$ cat src/logic/trlcp_pkg.sv
/*
 * Shared constants and types of the three-channel line codec port:
 * register map, control field layout, line rates, symbol codes and the
 * counts used by the signal and lock supervisors.
 * Assumes every file that uses it names items as trlcp_pkg::name.
 */
`default_nettype none

package trlcp_pkg;

  localparam int NUM_CH = 3;

  // Register map, byte addresses on the APB port.
  localparam logic [11:0] CTRL_BASE   = 12'h000;
  localparam logic [11:0] STATUS_BASE = 12'h010;
  localparam logic [11:0] BLOCK_MASK  = 12'hFF0;

  // Line rate codes held in the control register.
  typedef enum logic [1:0] {
    RATE_DS3  = 2'h0,
    RATE_E3   = 2'h1,
    RATE_STS1 = 2'h2
  } trlcp_rate_t;

  // Per-channel control register, bits 7..0 of the word.
  typedef struct packed {
    logic        tx_off;
    logic        mute_on_los;
    logic        equalizer_on;
    logic        codec_off;
    logic        rx_clock_invert;
    logic        tx_rising_edge;
    trlcp_rate_t rate;
  } trlcp_ctrl_t;

  localparam logic [7:0] CTRL_RESET = 8'h00;
  localparam int         CTRL_W     = 8;

  // Status register field positions.
  localparam int STAT_RATE_LSB = 0;
  localparam int STAT_LOS_BIT  = 2;
  localparam int STAT_LOL_BIT  = 3;
  localparam int STAT_OFF_BIT  = 4;
  localparam int STAT_MODE_BIT = 5;

  // Encoder symbols in the substitution delay line.
  typedef enum logic [1:0] {
    SYM_ZERO = 2'h0,
    SYM_MARK = 2'h1,
    SYM_BIP  = 2'h2,
    SYM_VIOL = 2'h3
  } trlcp_sym_t;

  // One received or transmitted bipolar symbol.
  typedef struct packed {
    logic pos;
    logic neg;
  } trlcp_rail_t;

  // Zero runs replaced by a substitution code.
  localparam logic [2:0] B3ZS_RUN = 3'h3;
  localparam logic [2:0] HDB3_RUN = 3'h4;

  // Supervisor counts, in recovered or reference clock cycles.
  localparam int LOS_ZERO_RUN      = 175;
  localparam int LOCK_WINDOW       = 1000;
  localparam int LOCK_TOL_PERMILLE = 5;
  localparam int LOCK_TOL = (LOCK_WINDOW * LOCK_TOL_PERMILLE) / 1000;

  // Inputs synchronised per channel and shared.
  localparam int SYNC_PER_CH = 12;
  localparam int SYNC_SHARED = 3;

endpackage

`default_nettype wire

$ cat src/logic/trlcp_sync.sv
/*
 * Two-stage synchroniser for a bundle of asynchronous levels.
 * Assumes the inputs are levels or clocks slow enough for the sampling
 * clock to see every phase.
 */
`timescale 1ns/1ns
`default_nettype none

module trlcp_sync #(
  parameter int WIDTH = 1
) (
  // Clock, reset and enable
  input  wire  logic             clk_i,
  input  wire  logic             rst_n_i,
  input  wire  logic             ce_i,
  // Data
  input  wire  logic [WIDTH-1:0] async_i,
  output logic       [WIDTH-1:0] sync_o
);

  logic [WIDTH-1:0] meta_reg;

  // Only the second stage reads the first one.
  always_ff @(posedge clk_i or negedge rst_n_i) begin
    if (!rst_n_i) begin
      meta_reg <= '0;
      sync_o   <= '0;
    end else if (ce_i) begin
      meta_reg <= async_i;
      sync_o   <= meta_reg;
    end
  end

endmodule // trlcp_sync

`default_nettype wire

$ cat src/logic/trlcp_port.sv
/*
 * Digital side of a three-channel DS3/E3/STS-1 line interface: zero
 * substitution encoder and decoder, rail formatting, violation, signal
 * loss and lock loss supervision, and an APB register port for host mode.
 * Assumes every pin input, including the terminal, recovered and
 * reference clocks, is asynchronous to clk_i and far slower than it.
 */
`timescale 1ns/1ns
`default_nettype none

// What this block does
// - Each channel picks E3, DS3 or STS-1 independently of the others.
// - Transmit encodes B3ZS for DS3 and STS-1, HDB3 for E3.
// - Receive decodes, supervises signal and lock, and flags code violations.
// - Encoder and decoder can be disabled, passing rails untouched.
// - Transmit rails sampled on falling clock edge; host may pick rising.
// - Positive rail one gives positive pulse, negative rail one negative.
// - Transmit accepts single-rail data on positive rail or dual-rail data.
// - Build-out pin high disables build-out; hardware mode, DS3/STS-1 only.
// - Transmitter-off pin high floats both line outputs in any mode.
// - Recovered clock is output; receive rails update on its rising edge.
// - Host invert bit moves receive rail updates to the falling edge.
// - Hardware invert pin inverts every recovered clock output.
// - Host mode register reset pin low restores default control values.
// - Receive rails pulse high for each positive or negative line pulse.
// - Enabled decoder replaces substitution codes with zeros.
// - Receive data leaves in single-rail or dual-rail form.
// - Receive data may be muted while signal loss is declared.
// - Equalizer pin turns equalizer on or off; ignored in host mode.
// - Shared format pin high gives single-rail, low dual-rail output.
// - Lock loss when recovered and reference rates differ beyond 0.5%.
// - Violation flag gives one-bit high pulse per detected violation.
// - Mode pin high selects host mode, low hardware pin control.
module trlcp_port #(
  parameter int LOS_RUN   = trlcp_pkg::LOS_ZERO_RUN,
  parameter int LOCK_WIN  = trlcp_pkg::LOCK_WINDOW,
  parameter int LOCK_TOL  = trlcp_pkg::LOCK_TOL
) (
  // Clock, reset and enable
  input  wire  logic                           clk_i,
  input  wire  logic                           reset_n_i,
  input  wire  logic                           ce_i,
  // APB slave
  input  wire  logic                           psel_i,
  input  wire  logic                           penable_i,
  input  wire  logic                           pwrite_i,
  input  wire  logic [11:0]                    paddr_i,
  input  wire  logic [31:0]                    pwdata_i,
  input  wire  logic [3:0]                     pstrb_i,
  output logic                                 pready_o,
  output logic       [31:0]                    prdata_o,
  output logic                                 pslverr_o,
  // Shared mode pins
  input  wire  logic                           host_mode_select_i,
  input  wire  logic                           command_reg_reset_n_i,
  input  wire  logic                           rx_rail_format_select_i,
  // Transmit terminal side, per channel
  input  wire  logic [trlcp_pkg::NUM_CH-1:0]   tx_term_clock_i,
  input  wire  logic [trlcp_pkg::NUM_CH-1:0]   tx_pos_rail_i,
  input  wire  logic [trlcp_pkg::NUM_CH-1:0]   tx_neg_rail_i,
  // Hardware mode control pins, per channel
  input  wire  logic [trlcp_pkg::NUM_CH-1:0]   e3_select_i,
  input  wire  logic [trlcp_pkg::NUM_CH-1:0]   sts1_select_i,
  input  wire  logic [trlcp_pkg::NUM_CH-1:0]   buildout_disable_i,
  input  wire  logic [trlcp_pkg::NUM_CH-1:0]   transmitter_off_i,
  input  wire  logic [trlcp_pkg::NUM_CH-1:0]   equalizer_enable_i,
  // Line side, per channel
  output logic       [trlcp_pkg::NUM_CH-1:0]   line_out_tip_o,
  output logic       [trlcp_pkg::NUM_CH-1:0]   line_out_ring_o,
  output logic       [trlcp_pkg::NUM_CH-1:0]   line_out_oe_n_o,
  input  wire  logic [trlcp_pkg::NUM_CH-1:0]   line_in_tip_i,
  input  wire  logic [trlcp_pkg::NUM_CH-1:0]   line_in_ring_i,
  input  wire  logic [trlcp_pkg::NUM_CH-1:0]   line_clock_i,
  input  wire  logic [trlcp_pkg::NUM_CH-1:0]   lock_reference_clock_i,
  // Analog front end controls, per channel
  output logic       [trlcp_pkg::NUM_CH-1:0]   buildout_on_o,
  output logic       [trlcp_pkg::NUM_CH-1:0]   equalizer_on_o,
  // Receive terminal side, per channel
  output logic       [trlcp_pkg::NUM_CH-1:0]   recovered_clock_out_o,
  output logic       [trlcp_pkg::NUM_CH-1:0]   rx_pos_rail_o,
  output logic       [trlcp_pkg::NUM_CH-1:0]   rx_neg_rail_o,
  output logic       [trlcp_pkg::NUM_CH-1:0]   code_violation_flag_o,
  output logic       [trlcp_pkg::NUM_CH-1:0]   signal_loss_flag_o,
  output logic       [trlcp_pkg::NUM_CH-1:0]   lock_loss_flag_o
);

  localparam int NCH = trlcp_pkg::NUM_CH;
  localparam int PCH = trlcp_pkg::SYNC_PER_CH;
  localparam int SW  = NCH * PCH + trlcp_pkg::SYNC_SHARED;

  logic [1:0]    rst_pipe_reg;
  logic          rst_n;
  logic [SW-1:0] pins_async;
  logic [SW-1:0] pins;
  logic          host;
  logic          command_reg_reset_n_pin;
  logic          single_rail;

  trlcp_pkg::trlcp_ctrl_t ctrl_reg [NCH];
  logic [31:0]            status_word [NCH];

  // Reset leaves through two flip-flops so release is synchronous.
  always_ff @(posedge clk_i or negedge reset_n_i) begin
    if (!reset_n_i) begin
      rst_pipe_reg <= 2'b00;
    end else begin
      rst_pipe_reg <= {rst_pipe_reg[0], 1'b1};
    end
  end
  assign rst_n = rst_pipe_reg[1];

  always_comb begin
    pins_async = '0;
    for (int c = 0; c < NCH; c++) begin
      pins_async[c*PCH +: PCH] = {tx_term_clock_i[c], tx_pos_rail_i[c],
        tx_neg_rail_i[c], line_clock_i[c], line_in_tip_i[c],
        line_in_ring_i[c], lock_reference_clock_i[c], e3_select_i[c],
        sts1_select_i[c], buildout_disable_i[c], transmitter_off_i[c],
        equalizer_enable_i[c]};
    end
    pins_async[SW-1 -: 3] = {host_mode_select_i, command_reg_reset_n_i,
                             rx_rail_format_select_i};
  end

  trlcp_sync #(
    .WIDTH (SW)
  ) u_sync (
    .clk_i   (clk_i),
    .rst_n_i (rst_n),
    .ce_i    (ce_i),
    .async_i (pins_async),
    .sync_o  (pins)
  );

  assign host        = pins[SW-1];
  assign command_reg_reset_n_pin    = pins[SW-2];
  assign single_rail = pins[SW-3];

  // APB: zero wait states, read data captured in the setup cycle.
  logic        rd_sel_ctrl;
  logic        rd_sel_stat;
  logic [1:0]  rd_idx;
  logic        addr_ok;
  logic        wr_take;

  always_comb begin
    rd_idx      = paddr_i[3:2];
    rd_sel_ctrl = (paddr_i & trlcp_pkg::BLOCK_MASK) == trlcp_pkg::CTRL_BASE;
    rd_sel_stat = (paddr_i & trlcp_pkg::BLOCK_MASK) ==
                  trlcp_pkg::STATUS_BASE;
    addr_ok     = (rd_sel_ctrl || rd_sel_stat) && (int'(rd_idx) < NCH);
  end

  assign pready_o = psel_i & penable_i & ce_i;
  assign wr_take  = pready_o & pwrite_i & addr_ok & rd_sel_ctrl & pstrb_i[0];

  always_ff @(posedge clk_i or negedge rst_n) begin
    if (!rst_n) begin
      prdata_o  <= 32'h0000_0000;
      pslverr_o <= 1'b0;
    end else if (ce_i && psel_i && !penable_i) begin
      pslverr_o <= !addr_ok;
      prdata_o  <= 32'h0000_0000;
      if (addr_ok && !pwrite_i) begin
        prdata_o <= rd_sel_ctrl
          ? {24'h00_0000, ctrl_reg[rd_idx]}
          : status_word[rd_idx];
      end
    end
  end

  // The register reset pin only acts in host mode; in hardware mode the
  // same pin is the receive clock invert select.
  always_ff @(posedge clk_i or negedge rst_n) begin
    if (!rst_n) begin
      for (int c = 0; c < NCH; c++) begin
        ctrl_reg[c] <= trlcp_pkg::CTRL_RESET;
      end
    end else if (ce_i) begin
      if (host && !command_reg_reset_n_pin) begin
        for (int c = 0; c < NCH; c++) begin
          ctrl_reg[c] <= trlcp_pkg::CTRL_RESET;
        end
      end else if (wr_take) begin
        ctrl_reg[rd_idx] <= pwdata_i[trlcp_pkg::CTRL_W-1:0];
      end
    end
  end

  for (genvar c = 0; c < NCH; c++) begin : g_ch
    logic tck, tpos, tneg, rck, line_in_tip, line_in_ring, refck;
    logic e3p, stsp, bodis, txoffp, eqp;
    logic tck_q, rck_q, refck_q;
    logic tx_edge, rx_rise, rx_fall, ref_rise, upd;
    logic [2:0] run_len;
    logic [1:0] last;
    trlcp_pkg::trlcp_ctrl_t cfg;

    assign {tck, tpos, tneg, rck, line_in_tip, line_in_ring, refck, e3p, stsp, bodis,
            txoffp, eqp} = pins[c*PCH +: PCH];

    // Effective configuration: registers in host mode; otherwise rate and equalizer from pins, other fields at reset values.
    always_comb begin
      cfg = trlcp_pkg::CTRL_RESET;
      if (host) begin
        cfg = ctrl_reg[c];
      end else begin
        cfg.rate = e3p  ? trlcp_pkg::RATE_E3 :
                   stsp ? trlcp_pkg::RATE_STS1 : trlcp_pkg::RATE_DS3;
        cfg.equalizer_on = eqp;
      end
    end

    assign run_len = (cfg.rate == trlcp_pkg::RATE_E3)
                     ? trlcp_pkg::HDB3_RUN : trlcp_pkg::B3ZS_RUN;
    assign last    = 2'(run_len - 3'h1);

    always_ff @(posedge clk_i or negedge rst_n) begin
      if (!rst_n) begin
        tck_q   <= 1'b0;
        rck_q   <= 1'b0;
        refck_q <= 1'b0;
      end else if (ce_i) begin
        tck_q   <= tck;
        rck_q   <= rck;
        refck_q <= refck;
      end
    end

    assign tx_edge  = cfg.tx_rising_edge ? (tck && !tck_q)
                                         : (!tck && tck_q);
    assign rx_rise  = rck && !rck_q;
    assign rx_fall  = !rck && rck_q;
    assign ref_rise = refck && !refck_q;
    assign upd      = (host && cfg.rx_clock_invert) ? rx_fall
                                                    : rx_rise;

    // Transmit encoder, stepped once per selected terminal clock edge.
    trlcp_pkg::trlcp_sym_t [3:0] enc_sr_reg, enc_sr_next;
    trlcp_pkg::trlcp_sym_t       enc_out;
    logic [2:0] zrun_reg, zrun_next;
    logic       par_reg, par_next;
    logic       pol_reg;
    logic       enc_on;
    logic       tip_reg, ring_reg;

    // A high negative rail means dual-rail data: the codec stands aside.
    assign enc_on  = !cfg.codec_off && !tneg;
    assign enc_out = enc_sr_reg[last];

    always_comb begin
      enc_sr_next    = {enc_sr_reg[2:0], tpos ? trlcp_pkg::SYM_MARK
                                              : trlcp_pkg::SYM_ZERO};
      zrun_next      = tpos ? 3'h0 : 3'(zrun_reg + 3'h1);
      par_next       = par_reg ^ tpos;
      if (!tpos && zrun_reg == 3'(run_len - 3'h1)) begin
        enc_sr_next[0] = trlcp_pkg::SYM_VIOL;
        if (!par_reg) begin
          enc_sr_next[last] = trlcp_pkg::SYM_BIP;
        end
        zrun_next = 3'h0;
        par_next  = 1'b0;
      end
    end

    always_ff @(posedge clk_i or negedge rst_n) begin
      if (!rst_n) begin
        enc_sr_reg <= '0;
        zrun_reg   <= 3'h0;
        par_reg    <= 1'b0;
        pol_reg    <= 1'b0;
        tip_reg    <= 1'b0;
        ring_reg   <= 1'b0;
      end else if (ce_i && tx_edge) begin
        if (!enc_on) begin
          tip_reg    <= tpos;
          ring_reg   <= tneg;
          enc_sr_reg <= '0;
          zrun_reg   <= 3'h0;
          par_reg    <= 1'b0;
        end else begin
          enc_sr_reg <= enc_sr_next;
          zrun_reg   <= zrun_next;
          par_reg    <= par_next;
          tip_reg    <= 1'b0;
          ring_reg   <= 1'b0;
          if (enc_out == trlcp_pkg::SYM_VIOL) begin
            tip_reg  <= pol_reg;
            ring_reg <= !pol_reg;
          end else if (enc_out != trlcp_pkg::SYM_ZERO) begin
            pol_reg  <= !pol_reg;
            tip_reg  <= !pol_reg;
            ring_reg <= pol_reg;
          end
        end
      end
    end

    // Floated outputs are also driven low so nothing toggles under them.
    assign line_out_oe_n_o[c] = txoffp || (host && cfg.tx_off);
    assign line_out_tip_o[c]  = tip_reg && !line_out_oe_n_o[c];
    assign line_out_ring_o[c] = ring_reg && !line_out_oe_n_o[c];
    assign buildout_on_o[c]   = !host && !bodis &&
                                (cfg.rate != trlcp_pkg::RATE_E3);
    assign equalizer_on_o[c]  = cfg.equalizer_on;

    // Receive decoder, stepped once per recovered clock rising edge.
    trlcp_pkg::trlcp_rail_t [3:0] dsr_reg, dsr_next;
    trlcp_pkg::trlcp_rail_t       rx_sym, pend_reg;
    logic dpol_reg, dseen_reg, lcv_next, lcv_pend_reg, dec_on, sub_ok;

    assign rx_sym = '{pos: line_in_tip && !line_in_ring, neg: line_in_ring && !line_in_tip};
    assign dec_on = !cfg.codec_off && !tneg;

    always_comb begin
      dsr_next = {dsr_reg[2:0], rx_sym};
      lcv_next = 1'b0;
      sub_ok   = (dsr_reg[0] == '0) &&
                 (run_len == trlcp_pkg::B3ZS_RUN || dsr_reg[1] == '0);
      if ((rx_sym.pos || rx_sym.neg) && dseen_reg &&
          rx_sym.pos == dpol_reg) begin
        if (dec_on && sub_ok) begin
          for (int k = 0; k < 4; k++) begin
            if (k < int'(run_len)) begin
              dsr_next[k] = '0;
            end
          end
        end else begin
          lcv_next = 1'b1;
        end
      end
    end

    always_ff @(posedge clk_i or negedge rst_n) begin
      if (!rst_n) begin
        dsr_reg      <= '0;
        pend_reg     <= '0;
        dpol_reg     <= 1'b0;
        dseen_reg    <= 1'b0;
        lcv_pend_reg <= 1'b0;
      end else if (ce_i && rx_rise) begin
        dsr_reg      <= dsr_next;
        pend_reg     <= dsr_reg[last];
        lcv_pend_reg <= lcv_next;
        if (rx_sym.pos || rx_sym.neg) begin
          dpol_reg  <= rx_sym.pos;
          dseen_reg <= 1'b1;
        end
      end
    end

    // Signal loss: a run of received zeros; any pulse clears it.
    logic [15:0] zcnt_reg;
    logic        los_reg;

    always_ff @(posedge clk_i or negedge rst_n) begin
      if (!rst_n) begin
        zcnt_reg <= 16'h0000;
        los_reg  <= 1'b0;
      end else if (ce_i && rx_rise) begin
        if (rx_sym.pos || rx_sym.neg) begin
          zcnt_reg <= 16'h0000;
          los_reg  <= 1'b0;
        end else if (zcnt_reg < 16'(LOS_RUN)) begin
          zcnt_reg <= 16'(zcnt_reg + 16'h0001);
          if (zcnt_reg == 16'(LOS_RUN - 1)) begin
            los_reg <= 1'b1;
          end
        end
      end
    end

    // Lock loss: recovered edges counted over a window of reference edges.
    logic [15:0] refcnt_reg, reccnt_reg;
    logic        lol_reg;

    always_ff @(posedge clk_i or negedge rst_n) begin
      if (!rst_n) begin
        refcnt_reg <= 16'h0000;
        reccnt_reg <= 16'h0000;
        lol_reg    <= 1'b0;
      end else if (ce_i) begin
        if (ref_rise && refcnt_reg == 16'(LOCK_WIN - 1)) begin
          refcnt_reg <= 16'h0000;
          reccnt_reg <= {15'h0000, rx_rise};
          lol_reg    <= (reccnt_reg > 16'(LOCK_WIN + LOCK_TOL)) ||
                        (reccnt_reg < 16'(LOCK_WIN - LOCK_TOL));
        end else begin
          if (ref_rise) begin
            refcnt_reg <= 16'(refcnt_reg + 16'h0001);
          end
          if (rx_rise && reccnt_reg != 16'hFFFF) begin
            reccnt_reg <= 16'(reccnt_reg + 16'h0001);
          end
        end
      end
    end

    // Terminal outputs: rails and violation flag moved on the selected recovered clock edge, clock output every cycle.
    logic rx_pos_rail_reg, rx_neg_rail_reg, lcv_reg, rclk_reg, mute;
    assign mute = cfg.mute_on_los && los_reg;

    always_ff @(posedge clk_i or negedge rst_n) begin
      if (!rst_n) begin
        rx_pos_rail_reg <= 1'b0;
        rx_neg_rail_reg <= 1'b0;
        lcv_reg  <= 1'b0;
        rclk_reg <= 1'b0;
      end else if (ce_i) begin
        rclk_reg <= rck_q ^ (!host && command_reg_reset_n_pin);
        if (upd) begin
          lcv_reg <= lcv_pend_reg && !mute;
          if (mute) begin
            rx_pos_rail_reg <= 1'b0;
            rx_neg_rail_reg <= 1'b0;
          end else if (single_rail) begin
            rx_pos_rail_reg <= pend_reg.pos || pend_reg.neg;
            rx_neg_rail_reg <= 1'b0;
          end else begin
            rx_pos_rail_reg <= pend_reg.pos;
            rx_neg_rail_reg <= pend_reg.neg;
          end
        end
      end
    end

    assign recovered_clock_out_o[c] = rclk_reg;
    assign rx_pos_rail_o[c]         = rx_pos_rail_reg;
    assign rx_neg_rail_o[c]         = rx_neg_rail_reg;
    assign code_violation_flag_o[c] = lcv_reg;
    assign signal_loss_flag_o[c]    = los_reg;
    assign lock_loss_flag_o[c]      = lol_reg;

    always_comb begin
      status_word[c] = 32'h0000_0000;
      status_word[c][trlcp_pkg::STAT_RATE_LSB +: 2] = cfg.rate;
      status_word[c][trlcp_pkg::STAT_LOS_BIT]  = los_reg;
      status_word[c][trlcp_pkg::STAT_LOL_BIT]  = lol_reg;
      status_word[c][trlcp_pkg::STAT_OFF_BIT]  = line_out_oe_n_o[c];
      status_word[c][trlcp_pkg::STAT_MODE_BIT] = host;
    end
  end

endmodule // trlcp_port

`default_nettype wire

$ cat config.mk
export PLATFORM = sky130hd
export DESIGN_NAME = trlcp_port
export DESIGN_NICKNAME = d
export VERILOG_FILES = /design/src/logic/trlcp_pkg.sv /design/src/logic/trlcp_sync.sv /design/src/logic/trlcp_port.sv
export SDC_FILE = /design/constraint.sdc
export NUM_CORES = 1
export LEC_CHECK = 0
export BUFFER_PORTS_ARGS = -buffer_cell sky130_fd_sc_hd__buf_4
export CAP_MARGIN = 20
export CORE_MARGIN = 2
export CORE_UTILIZATION = 46
export CTS_CLUSTER_DIAMETER = 200
export CTS_CLUSTER_SIZE = 10
export DETAILED_ROUTE_END_ITERATION = 16
export PLACE_DENSITY = 0.67
export SETUP_SLACK_MARGIN = 0.15
export SLEW_MARGIN = 20
export SYNTH_ARGS = -nofsm -noshare
export SYNTH_HDL_FRONTEND = slang
export SYNTH_SLANG_ARGS = --single-unit
$ cat constraint.sdc
create_clock -name clk_i -period 12 [get_ports clk_i]
set_clock_uncertainty 0.1 [all_clocks]
set_input_delay 1.2 -clock clk_i [delete_from_list [all_inputs] [get_ports clk_i]]
set_output_delay 1.2 -clock clk_i [all_outputs]
set_load 0.05 [all_outputs]
==> metrics.txt <==
Ports 160; Slew Limit Fails 0; fin crit period 4400 ps; setup tns final 0 ps; Die X-Extent 201 µm; kind of critical path primary input to primary output; CTS tree built; Filler Cells Inserted 3413; async set or reset register ratio after synthesis 1.00; register share of total power 0.474; Net Switching 1.07 mW; final setup fails 0; CTS hold repair buffers 0; Cell Area, Synth 17900 µm²; crit-path max FO 66; DP Wirelength 25800 µm; antenna violations before repair 0; Compound-Gate Fraction of Synth Area 0.109; n_diodes 0; row cnt 72; reg-to-reg endpoint g_ch[0].tip_reg; total CTS buffers 42; Adder-Cell Fraction of Synth Area 0.0189; unrepaired setup endpoints after global routing false; post-CTS sizing 0; pwr/cell area 172 nW/µm²; postcts setup bufs 0; Core Region 38500 µm²; initial core utilization 0.464; area of placed instances 18900 µm²; Gate power share 0.200; Cells after Synth 1724; Clock Sinks 368; layout cell share with drive strength beyond 1 0.158; worst skew pair latency 530 ps; highest clock rate 227 MHz; cells on worst reg2reg path 6; total grt overflow 0; part of the cycle the worst path needs 0.366; CP startpoint kind primary input; yosys synthesis warning count 0; Root Buffer clkbuf_16; register area share after synthesis 0.516; synth unique cells 75; worst path required time 10700 ps; Sw Ratio 0.309; crit end category primary output; Fin. Hold Viols 0; Main synth FF type dfrtp_1; Simple-Gate Fraction of Synth Area 0.193; RePlAce Congestion 0.861; first-pass iteration count of the detailed router 5; Avg Cell Area, Syn 10.4 µm²; main combinational cell family by area after synthesis simple AND/OR/NAND/NOR gates; Post-synth EDFFs 0; overall global routing resource usage 0.191; final instance area 20100 µm²; Tightest Pin Transition 1090 ps; Internal Pwr Total 2.39 mW; Leak 8.97 nW; via/cell ratio 5.52; FF+latch count, synth 368; remaining antenna violation count 0; H-Tree Depth 2; routed len/inst 16.5 µm; CP Data Arrival Time 3100 ps; Max rail drop VDD 0.0925 mV; post-synthesis mux area share 0.0675; worst relative slew slack 0.276; Final nets 1919; drt total wl 38300 µm; routed vias 12815; Pwr Total 3.46 mW; Clock Power Share 0.326; Reg-to-Reg Start u_sync.sync_o[38]; IO buf count 106; 1st-iter DRT viols 895; Layout area overhead 12.3%; Max Cap Violations 0; vias in the first global route 12676; Hold Path Class flip-flop to asynchronous set/reset pin; Die Y 201 µm; Post-Synth XOR/XNOR Area 0.0510; status completed; Reg2Reg Setup Slack 9460 ps; drt drc 0; largest net degree at the start of global routing 179; first-pass GRT wire length 64200 µm; die area 40400 µm²; Max Buffers Root-to-Sink 3; CTS clk-pin slew, worst paths 50 ps
[worst max-delay path, cell delays in order]
cell and delay [ps]:
buf_4 560, buf_4 760, and3_1 300, buf_4 210
[how the worst max path moves through the flow]
stage | start | end | slack, ps | cells after the start
after floorplan | rst_pipe_reg[1] | ctrl_reg[0] | 880 | 0
after global placement | ce_i | g_ch[0].reccnt_reg[14] | 7480 | 7
after detailed placement | ce_i | g_ch[0].reccnt_reg[14] | 7460 | 7
after CTS | ce_i | pready_o | 7610 | 4
after global routing | ce_i | pready_o | 7490 | 4
final | ce_i | pready_o | 7600 | 4
[power by group through the flow]
stage	logic (mW)	clock network (mW)	registers (mW)
detailed placement	0.695	0	1.66
global placement	0.674	0	1.65
CTS	0.699	1.16	1.64
global route	0.778	1.21	1.67
finish	0.691	1.13	1.64
floorplan	0.556	0	1.61
[layout by cell type (no fill, tap or decap), types with 18 or more instances in the layout]
master,n
a22o_1,30
a31oi_1,23
and3_1,28
nand2_1,189
nor4_1,34
inv_1,46
nand4_1,32
ha_1,27
nor2_1,124
xnor2_1,65
conb_1,25
buf_4,118
xor2_1,39
o21ai_0,65
mux2_2,89
nor2b_1,37
nand3_1,76
a21oi_1,48
dfrtp_1,366
clkbuf_16,45
nor3_1,40
mux2i_1,18
[Yosys cell counts (15+ instances only)]
cell,count,area (µm²)
ha_1,27,338
and3_1,28,175
o21ai_1,15,75.1
and4_1,16,140
buf_4,43,323
a211oi_1,15,113
dfrtp_1,368,9210
nor4_1,34,213
a31oi_1,23,144
xor2_1,39,342
a21oi_1,48,240
inv_1,46,173
o31ai_1,17,128
nor2b_1,37,231
a22o_1,30,263
clkbuf_1,42,158
nand4_1,32,200
mux2i_1,18,180
mux2_2,89,1000
nor3_1,41,205
xnor2_1,65,569
nand3_1,76,380
o21ai_0,67,335
buf_2,23,115
nor2_1,126,473
nand2_1,189,709
[logic make-up (layout without fill, tap and decap cells)]
kind of cell | count (synthesis) | in the layout
flip-flops | 368 | 368
other | 2 | 25
buffers and inverters | 158 | 214
XOR/XNOR | 104 | 104
AO/OA/AOI/OAI | 286 | 286
adder cells (fa/ha/maj) | 27 | 27
AND/OR/NAND/NOR | 671 | 671
multiplexers | 108 | 108
[routing by layer]
layer	vias to the layer above	GRT usage	wire length (µm)
met4	0	0.0635	1080
met2	209	0.314	18100
met3	68	0.0266	1320
met1	6327	0.262	17700
met5	-	0	0
li1	6211	-	-
[metrics by stage]
step / cells / hold slack [ps] / utilization / worst slack, ps
3_3_place_gp: 2273 / 230 / 0.491 / 7480
4_1_cts: 2321 / 235 / 0.521 / 7610
5_1_grt: 2321 / 267 / 0.521 / 7490
6_report: 2321 / 213 / 0.521 / 7600
3_5_place_dp: 2273 / 230 / 0.491 / 7460
2_1_floorplan: 1747 / 231 / - / 884
[final cells by class]
| cell class | instances | area (µm²) | share of cell area |
|---|---|---|---|
| flip-flops and latches | 368 | 9210 | 0.459 |
| multi-input cells | 1221 | 7960 | 0.397 |
| clock buffers | 48 | 1150 | 0.0572 |
| repair buffers | 120 | 917 | 0.0457 |
| well taps | 518 | 648 | 0.0323 |
| inverters | 46 | 173 | 0.00861 |
(Power assumes the default switching activity.)
